`src/rtl/fast_adc_defines.vh`:
```
// Constants for the fast converter result path: register indices, field positions,
// reset values and timing. Assumes a 20 MHz system clock and word-wide register port.
//
// Function
// - Channels single-ended, differential or disconnected
// - Active request picks channel and result path
// - Any connected channel's request starts a conversion
// - Final result stored, new-result event requests DMA
// - Converter output is unsigned positive only
// - Result from raw, one or two stages
// - Channel timer makes 1.2 MHz convert requests
// - Stage sums last M/dec whole groups of dec samples, no multiplier
// - Order M gives nulls at rate/M multiples when dec divides M
// - Second stage runs at first stage output rate
// - Order 1 to 32, decimation 1 to 8
// - Partial sums of dec inputs, summed into output
`ifndef FAST_ADC_DEFINES_VH
`define FAST_ADC_DEFINES_VH

// Register word indices
`define REG_CTRL       4'h0
`define REG_CHAN_CFG   4'h1
`define REG_STAGE0     4'h2
`define REG_STAGE1     4'h3
`define REG_RESULT     4'h4
`define REG_IRQ_STATUS 4'h5
`define REG_IRQ_CLEAR  4'h6
`define REG_IRQ_ENABLE 4'h7

// Control fields
`define CTRL_PATH_LSB    0
`define CTRL_TIMER_BIT   2
`define CTRL_FCHAN_LSB   3
`define CTRL_RESET       5'h00

// Path codes
`define PATH_RAW  2'h0
`define PATH_ONE  2'h1
`define PATH_TWO  2'h2

// Channel modes
`define MODE_OFF  2'h0
`define MODE_SE   2'h1
`define MODE_DIFF 2'h2
`define CHAN_CFG_RESET 8'h00

// Stage config fields: order in [5:0], decimation in [11:8]
`define STG_ORD_LSB  0
`define STG_DEC_LSB  8
`define STG_RESET    10'h041

// Result fields
`define RES_CHAN_LSB 24

// Interrupt bits
`define IRQ_NEW     0
`define IRQ_OVERRUN 1

// Timing: channel timer rate as a fraction of the system clock
`define CLK_KHZ  15'h4E20
`define CONV_KHZ 15'h04B0

// Widths
`define ADC_W   10
`define S0_W    15
`define S1_W    20
`endif

```
`src/rtl/fast_adc_path.v`:
```
// Result path of the four-channel fast converter: channel timer, request arbitration,
// channel steering, two cascadable summing stages, final result register, interrupt.
// Assumes an external converter that answers adc_start with one adc_done pulse.
`include "fast_adc_defines.vh"

module fast_adc_path (
    // Clock and reset
    input wire sys_clk,
    input wire rst,
    // Register port
    input wire [3:0] reg_addr,
    input wire [31:0] reg_wdata,
    input wire reg_write,
    input wire reg_read,
    output reg [31:0] reg_rdata,
    // Convert requests from external triggers
    input wire [3:0] ext_conv_request,
    // Input switch control to the analog front end
    output wire [3:0] chan_pos_connect,
    output wire [3:0] chan_neg_connect,
    // Converter handshake
    output reg adc_start,
    output reg [1:0] adc_chan,
    output reg adc_diff,
    input wire adc_done,
    input wire [9:0] adc_data,
    // Result towards the DMA
    output reg [19:0] result_data,
    output reg [1:0] result_chan,
    output reg new_result,
    // Interrupt
    output wire irq
);
    ////////////////////////////////////////////////////////////////////////////////
    // Registers
    localparam ST_IDLE = 1'b0;
    localparam ST_CONV = 1'b1;

    reg [4:0] ctrl_reg;
    reg [7:0] chan_cfg_reg;
    reg [9:0] stage0_cfg_reg;
    reg [9:0] stage1_cfg_reg;
    reg [1:0] irq_status_reg;
    reg [1:0] irq_status_next;
    reg [1:0] irq_enable_reg;
    reg [14:0] phase_acc_reg;
    reg [3:0] pending_reg;
    reg [3:0] pending_next;
    reg state_reg;
    reg [1:0] cur_chan_reg;
    reg stage_clear_reg;
    reg [1:0] pick;
    reg pick_ok;
    reg overrun;
    integer i;
    integer j;

    wire [1:0] path = ctrl_reg[`CTRL_PATH_LSB+1:`CTRL_PATH_LSB];
    wire timer_en = ctrl_reg[`CTRL_TIMER_BIT];
    wire [1:0] filter_chan = ctrl_reg[`CTRL_FCHAN_LSB+1:`CTRL_FCHAN_LSB];
    wire [14:0] phase_sum = phase_acc_reg + `CONV_KHZ;
    wire timer_tick = timer_en && (phase_sum >= `CLK_KHZ);
    wire [3:0] req_in = ext_conv_request | {3'h0, timer_tick};

    function [1:0] chan_mode;
        input [7:0] cfg;
        input [1:0] ch;
        begin
            chan_mode = cfg[{ch, 1'b0} +: 2];
        end
    endfunction

    ////////////////////////////////////////////////////////////////////////////////
    // Analog input switches
    genvar g;
    generate
        for (g = 0; g < 4; g = g + 1) begin : sw
            // Off leaves both lines open; single-ended uses only the positive line
            assign chan_pos_connect[g] = chan_cfg_reg[2*g +: 2] != `MODE_OFF;
            assign chan_neg_connect[g] = chan_cfg_reg[2*g +: 2] == `MODE_DIFF;
        end
    endgenerate

    ////////////////////////////////////////////////////////////////////////////////
    // Channel timer: fractional phase accumulator gives an exact average rate even
    // though the clock is not an integer multiple of it, at the cost of 1-cycle jitter
    always @(posedge sys_clk) begin
        if (rst || !timer_en) begin
            phase_acc_reg <= 15'h0000;
        end else if (timer_tick) begin
            phase_acc_reg <= phase_sum - `CLK_KHZ;
        end else begin
            phase_acc_reg <= phase_sum;
        end
    end

    ////////////////////////////////////////////////////////////////////////////////
    // Request arbitration: lowest connected pending channel wins
    always @* begin
        pick = 2'h0;
        pick_ok = 1'b0;
        for (i = 3; i >= 0; i = i - 1) begin
            if (pending_reg[i] && chan_mode(chan_cfg_reg, i[1:0]) != `MODE_OFF) begin
                pick = i[1:0];
                pick_ok = 1'b1;
            end
        end
    end

    always @* begin
        pending_next = pending_reg;
        overrun = 1'b0;
        if (state_reg == ST_IDLE && pick_ok) begin
            pending_next[pick] = 1'b0;
        end
        // A new request beats the clear of the one being started
        for (j = 0; j < 4; j = j + 1) begin
            if (req_in[j] && chan_mode(chan_cfg_reg, j[1:0]) != `MODE_OFF) begin
                if (pending_reg[j] && !(state_reg == ST_IDLE && pick_ok && pick == j[1:0])) begin
                    overrun = 1'b1;
                end
                pending_next[j] = 1'b1;
            end
        end
    end

    ////////////////////////////////////////////////////////////////////////////////
    // Conversion sequencing
    always @(posedge sys_clk) begin
        if (rst) begin
            state_reg <= ST_IDLE;
            pending_reg <= 4'h0;
            cur_chan_reg <= 2'h0;
            adc_start <= 1'b0;
            adc_chan <= 2'h0;
            adc_diff <= 1'b0;
        end else begin
            pending_reg <= pending_next;
            adc_start <= 1'b0;
            case (state_reg)
                ST_IDLE: begin
                    if (pick_ok) begin
                        // Input mux and result steering follow the granted request
                        adc_start <= 1'b1;
                        adc_chan <= pick;
                        adc_diff <= chan_mode(chan_cfg_reg, pick) == `MODE_DIFF;
                        cur_chan_reg <= pick;
                        state_reg <= ST_CONV;
                    end
                end
                ST_CONV: begin
                    if (adc_done) begin
                        state_reg <= ST_IDLE;
                    end
                end
                default: state_reg <= ST_IDLE;
            endcase
        end
    end

    ////////////////////////////////////////////////////////////////////////////////
    // Summing stages on the filtered channel
    wire done_now = (state_reg == ST_CONV) && adc_done;
    wire to_filter = done_now && (cur_chan_reg == filter_chan) && (path != `PATH_RAW);
    wire s0_valid;
    wire [`S0_W-1:0] s0_data;
    wire s1_valid;
    wire [`S1_W-1:0] s1_data;

    sum_stage #(.IN_W(`ADC_W), .OUT_W(`S0_W)) first_sum_stage (
        .sys_clk(sys_clk),
        .rst(rst),
        .clear(stage_clear_reg),
        .ord(stage0_cfg_reg[`STG_ORD_LSB+5:`STG_ORD_LSB]),
        .dec(stage0_cfg_reg[`STG_DEC_LSB+1:`STG_DEC_LSB-2]),
        .in_valid(to_filter),
        .in_data(adc_data),
        .out_valid(s0_valid),
        .out_data(s0_data)
    );

    // Second stage sees first stage outputs, so runs at its decimated rate
    sum_stage #(.IN_W(`S0_W), .OUT_W(`S1_W)) second_sum_stage (
        .sys_clk(sys_clk),
        .rst(rst),
        .clear(stage_clear_reg),
        .ord(stage1_cfg_reg[`STG_ORD_LSB+5:`STG_ORD_LSB]),
        .dec(stage1_cfg_reg[`STG_DEC_LSB+1:`STG_DEC_LSB-2]),
        .in_valid(s0_valid && path == `PATH_TWO),
        .in_data(s0_data),
        .out_valid(s1_valid),
        .out_data(s1_data)
    );

    ////////////////////////////////////////////////////////////////////////////////
    // Final result register and DMA request
    always @(posedge sys_clk) begin
        if (rst) begin
            result_data <= 20'h00000;
            result_chan <= 2'h0;
            new_result <= 1'b0;
        end else begin
            new_result <= 1'b0;
            if (done_now && !to_filter) begin
                // Raw converter output stays unsigned; signed conversion is downstream
                result_data <= {10'h000, adc_data};
                result_chan <= cur_chan_reg;
                new_result <= 1'b1;
            end else if (s0_valid && path == `PATH_ONE) begin
                result_data <= {5'h00, s0_data};
                result_chan <= filter_chan;
                new_result <= 1'b1;
            end else if (s1_valid && path == `PATH_TWO) begin
                result_data <= s1_data;
                result_chan <= filter_chan;
                new_result <= 1'b1;
            end
        end
    end

    ////////////////////////////////////////////////////////////////////////////////
    // Register writes and interrupt status
    always @* begin
        irq_status_next = irq_status_reg;
        if (reg_write && reg_addr == `REG_IRQ_CLEAR) begin
            irq_status_next = irq_status_reg & ~reg_wdata[1:0];
        end
        // Events win over a clear in the same cycle
        if (new_result) begin
            irq_status_next[`IRQ_NEW] = 1'b1;
        end
        if (overrun) begin
            irq_status_next[`IRQ_OVERRUN] = 1'b1;
        end
    end

    assign irq = |(irq_status_reg & irq_enable_reg);

    always @(posedge sys_clk) begin
        if (rst) begin
            ctrl_reg <= `CTRL_RESET;
            chan_cfg_reg <= `CHAN_CFG_RESET;
            stage0_cfg_reg <= `STG_RESET;
            stage1_cfg_reg <= `STG_RESET;
            irq_status_reg <= 2'h0;
            irq_enable_reg <= 2'h0;
            stage_clear_reg <= 1'b0;
        end else begin
            irq_status_reg <= irq_status_next;
            stage_clear_reg <= 1'b0;
            if (reg_write) begin
                if (reg_addr == `REG_CTRL) begin
                    ctrl_reg <= reg_wdata[4:0];
                    stage_clear_reg <= 1'b1;
                end else if (reg_addr == `REG_CHAN_CFG) begin
                    chan_cfg_reg <= reg_wdata[7:0];
                end else if (reg_addr == `REG_STAGE0) begin
                    stage0_cfg_reg <= {reg_wdata[11:8], reg_wdata[5:0]};
                    stage_clear_reg <= 1'b1;
                end else if (reg_addr == `REG_STAGE1) begin
                    stage1_cfg_reg <= {reg_wdata[11:8], reg_wdata[5:0]};
                    stage_clear_reg <= 1'b1;
                end else if (reg_addr == `REG_IRQ_ENABLE) begin
                    irq_enable_reg <= reg_wdata[1:0];
                end
            end
        end
    end

    ////////////////////////////////////////////////////////////////////////////////
    // Register reads: data in the cycle after the strobe, zero otherwise
    always @(posedge sys_clk) begin
        if (rst) begin
            reg_rdata <= 32'h00000000;
        end else if (!reg_read) begin
            reg_rdata <= 32'h00000000;
        end else if (reg_addr == `REG_CTRL) begin
            reg_rdata <= {27'h0000000, ctrl_reg};
        end else if (reg_addr == `REG_CHAN_CFG) begin
            reg_rdata <= {24'h000000, chan_cfg_reg};
        end else if (reg_addr == `REG_STAGE0) begin
            reg_rdata <= {20'h00000, stage0_cfg_reg[9:6], 2'h0, stage0_cfg_reg[5:0]};
        end else if (reg_addr == `REG_STAGE1) begin
            reg_rdata <= {20'h00000, stage1_cfg_reg[9:6], 2'h0, stage1_cfg_reg[5:0]};
        end else if (reg_addr == `REG_RESULT) begin
            reg_rdata <= {6'h00, result_chan, 4'h0, result_data};
        end else if (reg_addr == `REG_IRQ_STATUS) begin
            reg_rdata <= {30'h00000000, irq_status_reg};
        end else if (reg_addr == `REG_IRQ_ENABLE) begin
            reg_rdata <= {30'h00000000, irq_enable_reg};
        end else begin
            reg_rdata <= 32'h00000000;
        end
    end
endmodule // fast_adc_path

```
`src/rtl/partial_sum_memory.v`:
```
// Small memory holding the partial sums of one summing stage.
// Synchronous write, registered read; one clock, no reset on the array.
module partial_sum_memory #(
    parameter W = 20
) (
    // Clock
    input wire sys_clk,
    // Write port
    input wire we,
    input wire [4:0] waddr,
    input wire [W-1:0] wdata,
    // Read port
    input wire [4:0] raddr,
    output reg [W-1:0] rdata
);
    reg [W-1:0] mem [0:31];

    always @(posedge sys_clk) begin
        if (we) begin
            mem[waddr] <= wdata;
        end
        rdata <= mem[raddr];
    end
endmodule // partial_sum_memory

```
`src/rtl/sum_stage.v`:
```
// One decimating summing stage: groups of dec inputs form a partial sum, the output
// is the running total of the last ord/dec partial sums. Inputs arrive far apart
// (at least three cycles), as they do at converter rates.
module sum_stage #(
    parameter IN_W = 10,
    parameter OUT_W = 15
) (
    // Clock and reset
    input wire sys_clk,
    input wire rst,
    input wire clear,
    // Configuration
    input wire [5:0] ord,
    input wire [3:0] dec,
    // Sample in
    input wire in_valid,
    input wire [IN_W-1:0] in_data,
    // Sample out
    output reg out_valid,
    output reg [OUT_W-1:0] out_data
);
    reg [3:0] grp_reg;
    reg [OUT_W-1:0] acc_reg;
    reg [OUT_W-1:0] psum_reg;
    reg phase_reg;
    reg [4:0] ptr_reg;
    reg [5:0] fill_reg;
    wire [OUT_W-1:0] oldest;
    wire [OUT_W-1:0] in_ext;
    wire [3:0] dec_eff;
    wire [5:0] ord_eff;
    wire [5:0] len_raw;
    wire [5:0] len;
    wire [OUT_W-1:0] mem_rdata;

    // Out-of-range settings fall back to the nearest legal value
    assign dec_eff = (dec == 4'h0) ? 4'h1 : ((dec > 4'h8) ? 4'h8 : dec);
    assign ord_eff = (ord == 6'h00) ? 6'h01 : ((ord > 6'h20) ? 6'h20 : ord);
    // Number of partial sums combined; effective order is group length times this count
    assign len_raw = ord_eff / {2'h0, dec_eff};
    assign len = (len_raw == 6'h00) ? 6'h01 : len_raw;
    assign in_ext = {{(OUT_W-IN_W){1'b0}}, in_data};
    // Until the ring is full the missing history counts as zero
    assign oldest = (fill_reg == len) ? mem_rdata : {OUT_W{1'b0}};

    partial_sum_memory #(.W(OUT_W)) ring (
        .sys_clk(sys_clk),
        .we(phase_reg),
        .waddr(ptr_reg),
        .wdata(psum_reg),
        .raddr(ptr_reg),
        .rdata(mem_rdata)
    );

    always @(posedge sys_clk) begin
        if (rst || clear) begin
            grp_reg <= 4'h0;
            acc_reg <= {OUT_W{1'b0}};
            psum_reg <= {OUT_W{1'b0}};
            phase_reg <= 1'b0;
            ptr_reg <= 5'h00;
            fill_reg <= 6'h00;
            out_valid <= 1'b0;
            out_data <= {OUT_W{1'b0}};
        end else begin
            out_valid <= 1'b0;
            phase_reg <= 1'b0;
            if (in_valid) begin
                if (grp_reg == dec_eff - 4'h1) begin
                    // Group complete: output rate is input rate over dec
                    psum_reg <= acc_reg + in_ext;
                    acc_reg <= {OUT_W{1'b0}};
                    grp_reg <= 4'h0;
                    phase_reg <= 1'b1;
                end else begin
                    acc_reg <= acc_reg + in_ext;
                    grp_reg <= grp_reg + 4'h1;
                end
            end
            if (phase_reg) begin
                // Add newest partial, drop the one len groups old: sum of last len*dec inputs
                out_data <= out_data + psum_reg - oldest;
                out_valid <= 1'b1;
                ptr_reg <= (ptr_reg == len[4:0] - 5'h01) ? 5'h00 : ptr_reg + 5'h01;
                if (fill_reg != len) begin
                    fill_reg <= fill_reg + 6'h01;
                end
            end
        end
    end
endmodule // sum_stage

```
`config.mk`:
```
export PLATFORM = sky130hd
export DESIGN_NAME = fast_adc_path
export DESIGN_NICKNAME = d
export VERILOG_FILES = /design/src/rtl/fast_adc_path.v /design/src/rtl/partial_sum_memory.v /design/src/rtl/sum_stage.v
export VERILOG_INCLUDE_DIRS = /design/src /design/src/rtl
export SDC_FILE = /design/constraint.sdc
export NUM_CORES = 2
export LEC_CHECK = 0
export ABC_AREA = 1
export BUFFER_PORTS_ARGS = -buffer_cell sky130_fd_sc_hd__buf_2
export CAP_MARGIN = 20
export CORE_MARGIN = 2
export CORE_UTILIZATION = 68
export CTS_CLUSTER_DIAMETER = 80
export DETAILED_ROUTE_END_ITERATION = 6
export PLACE_DENSITY = 0.9
export SLEW_MARGIN = 20
export SYNTH_ARGS = -nofsm -noshare
export SYNTH_HDL_FRONTEND = slang
export SYNTH_HIERARCHICAL = 1
export SYNTH_SLANG_ARGS = --single-unit
```
`constraint.sdc`:
```
create_clock -name sys_clk -period 13.09 [get_ports sys_clk]
set_clock_uncertainty 0.15 [all_clocks]
set_input_delay 0 -clock sys_clk [delete_from_list [all_inputs] [get_ports sys_clk]]
set_output_delay 0 -clock sys_clk [all_outputs]
set_load 0.01 [all_outputs]
```
# Word level (Yosys, flattened, before mapping)
# Memories as Yosys holds them, arrays and structs flattened. A register that Yosys moved wholly into a read port is not among the register bits.
# Index checks and enable logic that the tools add are counted.
[word_totals]
ff_bits = 256
ram_bits = 1120
mem_count = 2
[memory_table]
columns = ["memory", "depth", "width", "rd", "rd_clocked_by_memory_dff", "wr", "line", "text"]
rows = [
  ["second_sum_stage.ring.mem", 32, 20, 1, 1, 1, "partial_sum_memory.v:16", "reg [W-1:0] mem [0:31];"],
  ["first_sum_stage.ring.mem", 32, 15, 1, 1, 1, "partial_sum_memory.v:16", ""],
]
[op_classes]
add_sub_neg = 18
n_div = 2
n_lt_le_gt_ge = 7
n_eq_ne = 26
shifts = 1
muxes = 74
bitwise_logic = 15
n_reduce_logical = 78
[op_table]
columns = ["op", "count"]
rows = [
  ["$mux 15", 5],
  ["$mux 20", 2],
  ["$mux 6", 6],
  ["$mux 1", 34],
  ["$mux 4", 7],
  ["$logic_and 1x1->1", 27],
  ["$mux 26", 1],
  ["$logic_not 6->1", 4],
  ["$mux 12", 2],
  ["$reduce_bool 2->1", 12],
  ["$add 20x15->20", 1],
  ["$add 20x20->20", 1],
  ["$mux 2", 10],
  ["$sub 20x20->20", 1],
  ["$eq 2x2->1 const B", 8],
  ["$eq 4x3->1 const B", 4],
  ["$add 15x10->15", 1],
  ["$add 15x11->15 const B", 1],
  ["$add 15x15->15", 1],
  ["$ge 15x15->1 const B", 1],
  ["$mux 5", 3],
  ["$sub 15x15->15", 1],
  ["$sub 15x15->15 const B", 1],
  ["$reduce_or 2->1", 7],
  ["43 further kinds", 80],
]

# Depth between registers and ports, before layout
[depth]
word_depth = 19
depth_mapped = 68
mapped_depth_nobuf = 67

# Modules after synthesis
# Netlist, hierarchy kept.
[modules_own_cells]
columns = ["mod", "instances", "cells_per_inst", "area_each_um2", "seq_area_each_um2"]
rows = [
  ["partial_sum_memory at second_sum_stage.ring", 1, 2230, 26519.2, 19618.8],
  ["partial_sum_memory at first_sum_stage.ring", 1, 1685, 19887.8, 14714.1],
  ["sum_stage at second_sum_stage", 1, 911, 6458.7, 1541.5],
  ["sum_stage at first_sum_stage", 1, 696, 5132.4, 1241.2],
  ["fast_adc_path", 1, 684, 4804.6, 2062.0],
]

# Worst setup path after synthesis
# OpenSTA, ideal clock, no wires.
[synth_path]
path_kind = "reg2reg"
start = "reg stage0_cfg_reg[8]"
end = "reg first_sum_stage.out_data[14]"
setup_ns = 0.109
arrival_ns = 8.213
t_required_ns = 12.831
setup_slack_ns = 4.618
stages_incl_launch_ff = 64
n_path_buf = 2
period_less_slack_ns = 8.472
path_cell_list = "dfxtp_1 > nor2_4 > nand2_4 > nor2_1 > nor2_1 > ha_1 > nand2_2 > nand2_2 > nand2_4 > nand2_1 > nand2_1 > inv_1 > ha_1 > nand2_2 > nand2_2 > nand2_2 > nand2_2 > nand2_4 > [... 28 more ...] > nand2_4 > buf_2 > nor2_1 > fa_1 > inv_1 > ha_1 > nand2_1 > inv_1 > nand4_1 > o211ai_1 > a21boi_0 > o311ai_0 > xor2_1 > inv_1 > nand4_1 > nand3_1 > nand2_1 > inv_1"
[synth_between]
elab_chain_len = 9
[synth_rtl]
columns = ["element", "line", "text"]
rows = [
  ["start, declared", "fast_adc_path.v:41", "reg [9:0] stage0_cfg_reg;"],
  ["start signal, assigned", "fast_adc_path.v:243", "stage0_cfg_reg <= `STG_RESET;"],
  ["start signal, assigned", "fast_adc_path.v:258", "stage0_cfg_reg <= {reg_wdata[11:8], reg_wdata[5:0]};"],
  ["$gt 4x4->1", "sum_stage.v:37", "assign dec_eff = (dec == 4'h0) ? 4'h1 : ((dec > 4'h8) ? 4'h8 : dec);"],
  ["$mux 4", "sum_stage.v:37", ""],
  ["$mux 4 (*)", "sum_stage.v:37", ""],
  ["$div 6x4->6 (*)", "sum_stage.v:40", "assign len_raw = ord_eff / {2'h0, dec_eff};"],
  ["$logic_not 6->1", "sum_stage.v:41", "assign len = (len_raw == 6'h00) ? 6'h01 : len_raw;"],
  ["$mux 6 (*)", "sum_stage.v:41", ""],
  ["$eq 6x6->1 (*)", "sum_stage.v:44", "assign oldest = (fill_reg == len) ? mem_rdata : {OUT_W{1'b0}};"],
  ["$mux 15 (*)", "sum_stage.v:44", ""],
  ["$sub 15x15->15 (*)", "sum_stage.v:82", "out_data <= out_data + psum_reg - oldest;"],
  ["end signal, assigned", "sum_stage.v:64", "out_data <= {OUT_W{1'b0}};"],
  ["end signal, assigned", "sum_stage.v:82", ""],
  ["end, declared", "sum_stage.v:20", "output reg [OUT_W-1:0] out_data"],
]
# Mark *: on every way between the ends. The rest lies on a longest branch, timed or not.
# A chain may end at the register's enable or synchronous reset.

# Final worst setup path
[layout_path]
start = "reg stage0_cfg_reg[9]"
end = "reg first_sum_stage.out_data[14]"
# Same word-level chain as after synthesis.

==> flow_metrics.tcl <==
set metrics [dict create \
    synthTopCellsByArea "edfxtp_1, nand2_1, dfxtp_1, nand3_1, inv_1" \
    antenna_found_initial 3 \
    whs_ns 0.0422 \
    synth_warnings 6 \
    portBuffers 92 \
    startpoint_type "register" \
    rsz0062_at_grt "no" \
    insertion_delay_ns 0.76 \
    synth-seq-cells 1397 \
    run_status "finished with violations" \
    largest_reg_flops 640 \
    cp_top_family "simple AND/OR/NAND/NOR gates" \
    detail_route.iter0.violations 7447 \
    grt_max_degree 151 \
    worst_path_max_delay_cell "fa_1" \
    numCtsBuffers 138 \
    power_density_nw_per_um2 134 \
    grt_pass1_vias 47500 \
    synth_top_flop_cell "edfxtp_1" \
    regMostFlops "second_sum_stage/ring/mem" \
    syn_to_final_growth_pct 9.91 \
    vias_per_cell 6.34 \
    netlist.area_leader.share_pct 53.6 \
    r2r_start "stage0_cfg_reg[9]" \
    crit_buf_inv 9 \
    post_cts_resized 0 \
    nets 6516 \
    clockRootBuffer "clkbuf_16" \
    dr_wl_met2_um 81000 \
    vias 48300 \
    hp-start "reg_wdata[1]" \
    syn-cell-area_um2 62800 \
    yosysUniqueCellTypes 69 \
    drive_gt1_share_pct 9.25 \
    largest_registers "second_sum_stage/ring/mem: 640 flops, first_sum_stage/ring/mem: 480 flops, reg_rdata: 22 flops" \
    die_h_um 308 \
    ir_worst_vdd_mv 0.185 \
    worstSetupEndpointType "register" \
    clk_pin_slew_ns 0.06 \
    maxCapViolations 0 \
    first_pass_iters 7 \
    finalCritPeriodShare_pct 75.5 \
    dieWidth_um 308 \
    synth_most_common_cell "nand2_1" \
    htreeDepth 4 \
    worst_pin_slew_ns 1.16 \
    hold_path.class "in -> reg" \
    crit_type "reg -> reg" \
    cpMostUsedCell "nand2_1" \
    required_ns 13.57 \
    core_area_um2 91700 \
    tns_ns 0 \
    violations "DRC" \
    cts.path.max_buffers 3 \
    drc 18 \
    track_usage_pct 36.2 \
    postCtsSetupRepairBufs 0 \
    crit_fanout 15 \
    grt_pass1_wl_um 261000 \
    arrival_ns 10.37 \
    wl_met3_um 21300 \
    postSynthCellCount 6206 \
    ant_nets 0 \
    ys_seq_area_share_pct 62.4 \
    avgSynthCellArea_um2 10.1 \
    setup-violations-final 0 \
    grt-ovfl-total 0 \
    routed_wl_um 173000 \
    io_pins 123 \
    clock_sinks 1397 \
    relSlewSlack_pct 22.4 \
    p_leak_nw 27.6 \
    async_flop_share_pct 0 \
    dieArea_um2 94800 \
    wl_per_cell_um 22.7 \
    synth_edf_count 1120 \
    place.gp.congestion 0.947 \
    finalHoldViolCount 0 \
    yosysTopAreaCell "edfxtp_1" \
    fp-row-count 111 \
    max_stage_delay_ns 0.54 \
    start_util_pct 68.5 \
    fin_crit_ns 9.89 \
    synthTopCellsByCount "nand2_1, edfxtp_1, nand3_1" \
    cp-startpoint "stage0_cfg_reg[9]" \
    fmax_mhz 101 \
    top_layer "met5" \
    tritoncts "yes" \
    met1_length_um 58500 \
    drv_slew 0 \
    dpl.hpwl_um 96600 \
]
cell families after synthesis:
logic type	after synthesis	share of synthesized area, %
XOR/XNOR	113	1.58
adder cells (fa/ha/maj)	134	3.09
flip-flops	1397	62.4
other	1	0.00597
buffers and inverters	726	5.48
AND/OR/NAND/NOR	3361	23.1
AO/OA/AOI/OAI	474	4.34
metrics by stage:
| stage | utilization (%) | cell area [µm²] | worst slack (ns) | std cells | power [mW] |
|---|---|---|---|---|---|
| detailed placement | 69.7 | 63900 | 3.35 | 7302 | 5.45 |
| CTS | 75.3 | 69000 | 3.32 | 7617 | 9.25 |
| global route | 75.3 | 69000 | 2.40 | 7617 | 9.49 |
| finish | 75.3 | 69000 | 3.20 | 7619 | 9.27 |
| global placement | 69.7 | 63900 | 3.56 | 7302 | 5.44 |
| floorplan | - | 62800 | 4.62 | 6215 | 5.35 |
area by class of cell:
cell class | instances | area [µm²]
antenna | 2 | 5.00
multi-input combinational | 4092 | 20300
inverter | 425 | 1620
timing repair buffer | 273 | 2010
fill | 5317 | 22600
tap | 1186 | 1480
clock inverter | 51 | 483
clock buffer | 193 | 3890
sequential | 1397 | 39200
routing by layer:
metal	global-route usage [%]	vias to the layer above
met3	8.40	887
met4	23.6	6
met2	58.2	3732
li1	-	21200
met5	0	-
met1	44.3	22500
tightest hold or removal path, delay by kind of cell:
| kind | cells | cell delay (ns) |
|---|---|---|
| buffers and inverters | 3 | 0.82 |
| AO/OA/AOI/OAI | 1 | 0.07 |
cells in the final DEF, fill, tap and decap left out, drive strengths merged, types with 3 or more instances in the layout:
master,netlist,routed
a211oi,21,21
a21boi,4,4
a21o,3,3
a21oi,227,227
a31oi,12,12
and2,4,4
and3,6,6
buf,226,202
bufinv,0,7
clkbuf,75,193
clkinv,5,41
clkinvlp,0,4
conb,1,10
dfxtp,277,277
dlygate4sd3,0,71
edfxtp,1120,1120
fa,35,35
ha,99,99
inv,420,424
nand2,2023,2023
nand3,985,985
nand3b,4,4
nand4,28,28
nor2,285,285
nor3,13,13
nor4,6,6
o211ai,10,10
o21ai,161,161
o21bai,3,3
o221ai,3,3
o22ai,6,6
o31ai,5,5
o32ai,6,6
or2,5,5
xnor2,41,41
xor2,72,72
path summary, 6_finish.rpt:
| kind | to | slack, ns | cells past startpoint |
|---|---|---|---|
| worst min register to register | reg_rdata[25] | 0.32 | 2 |
| worst max register to register | first_sum_stage/out_data[14] | 3.20 | 59 |
| worst min-delay path | stage1_cfg_reg[1] | 0.04 | 4 |
| worst max-delay path | first_sum_stage/out_data[14] | 3.20 | 59 |
where the power goes:
| group | total, mW | leakage [nW] | switching, mW | internal (mW) |
|---|---|---|---|---|
| Clock | 3.88 | 2.12 | 1.66 | 2.21 |
| Sequential | 4.73 | 13.5 | 0.00405 | 4.73 |
| Combinational | 0.655 | 12.0 | 0.407 | 0.248 |
| Total | 9.27 | 27.6 | 2.08 | 7.19 |
timing repair:
item	4_1_cts	5_1_grt
hold endpoints to repair	139	0
endpoints found under the setup margin	0	0
hold buffers	71	0
Note: power is estimated with default switching activity, not from simulation.
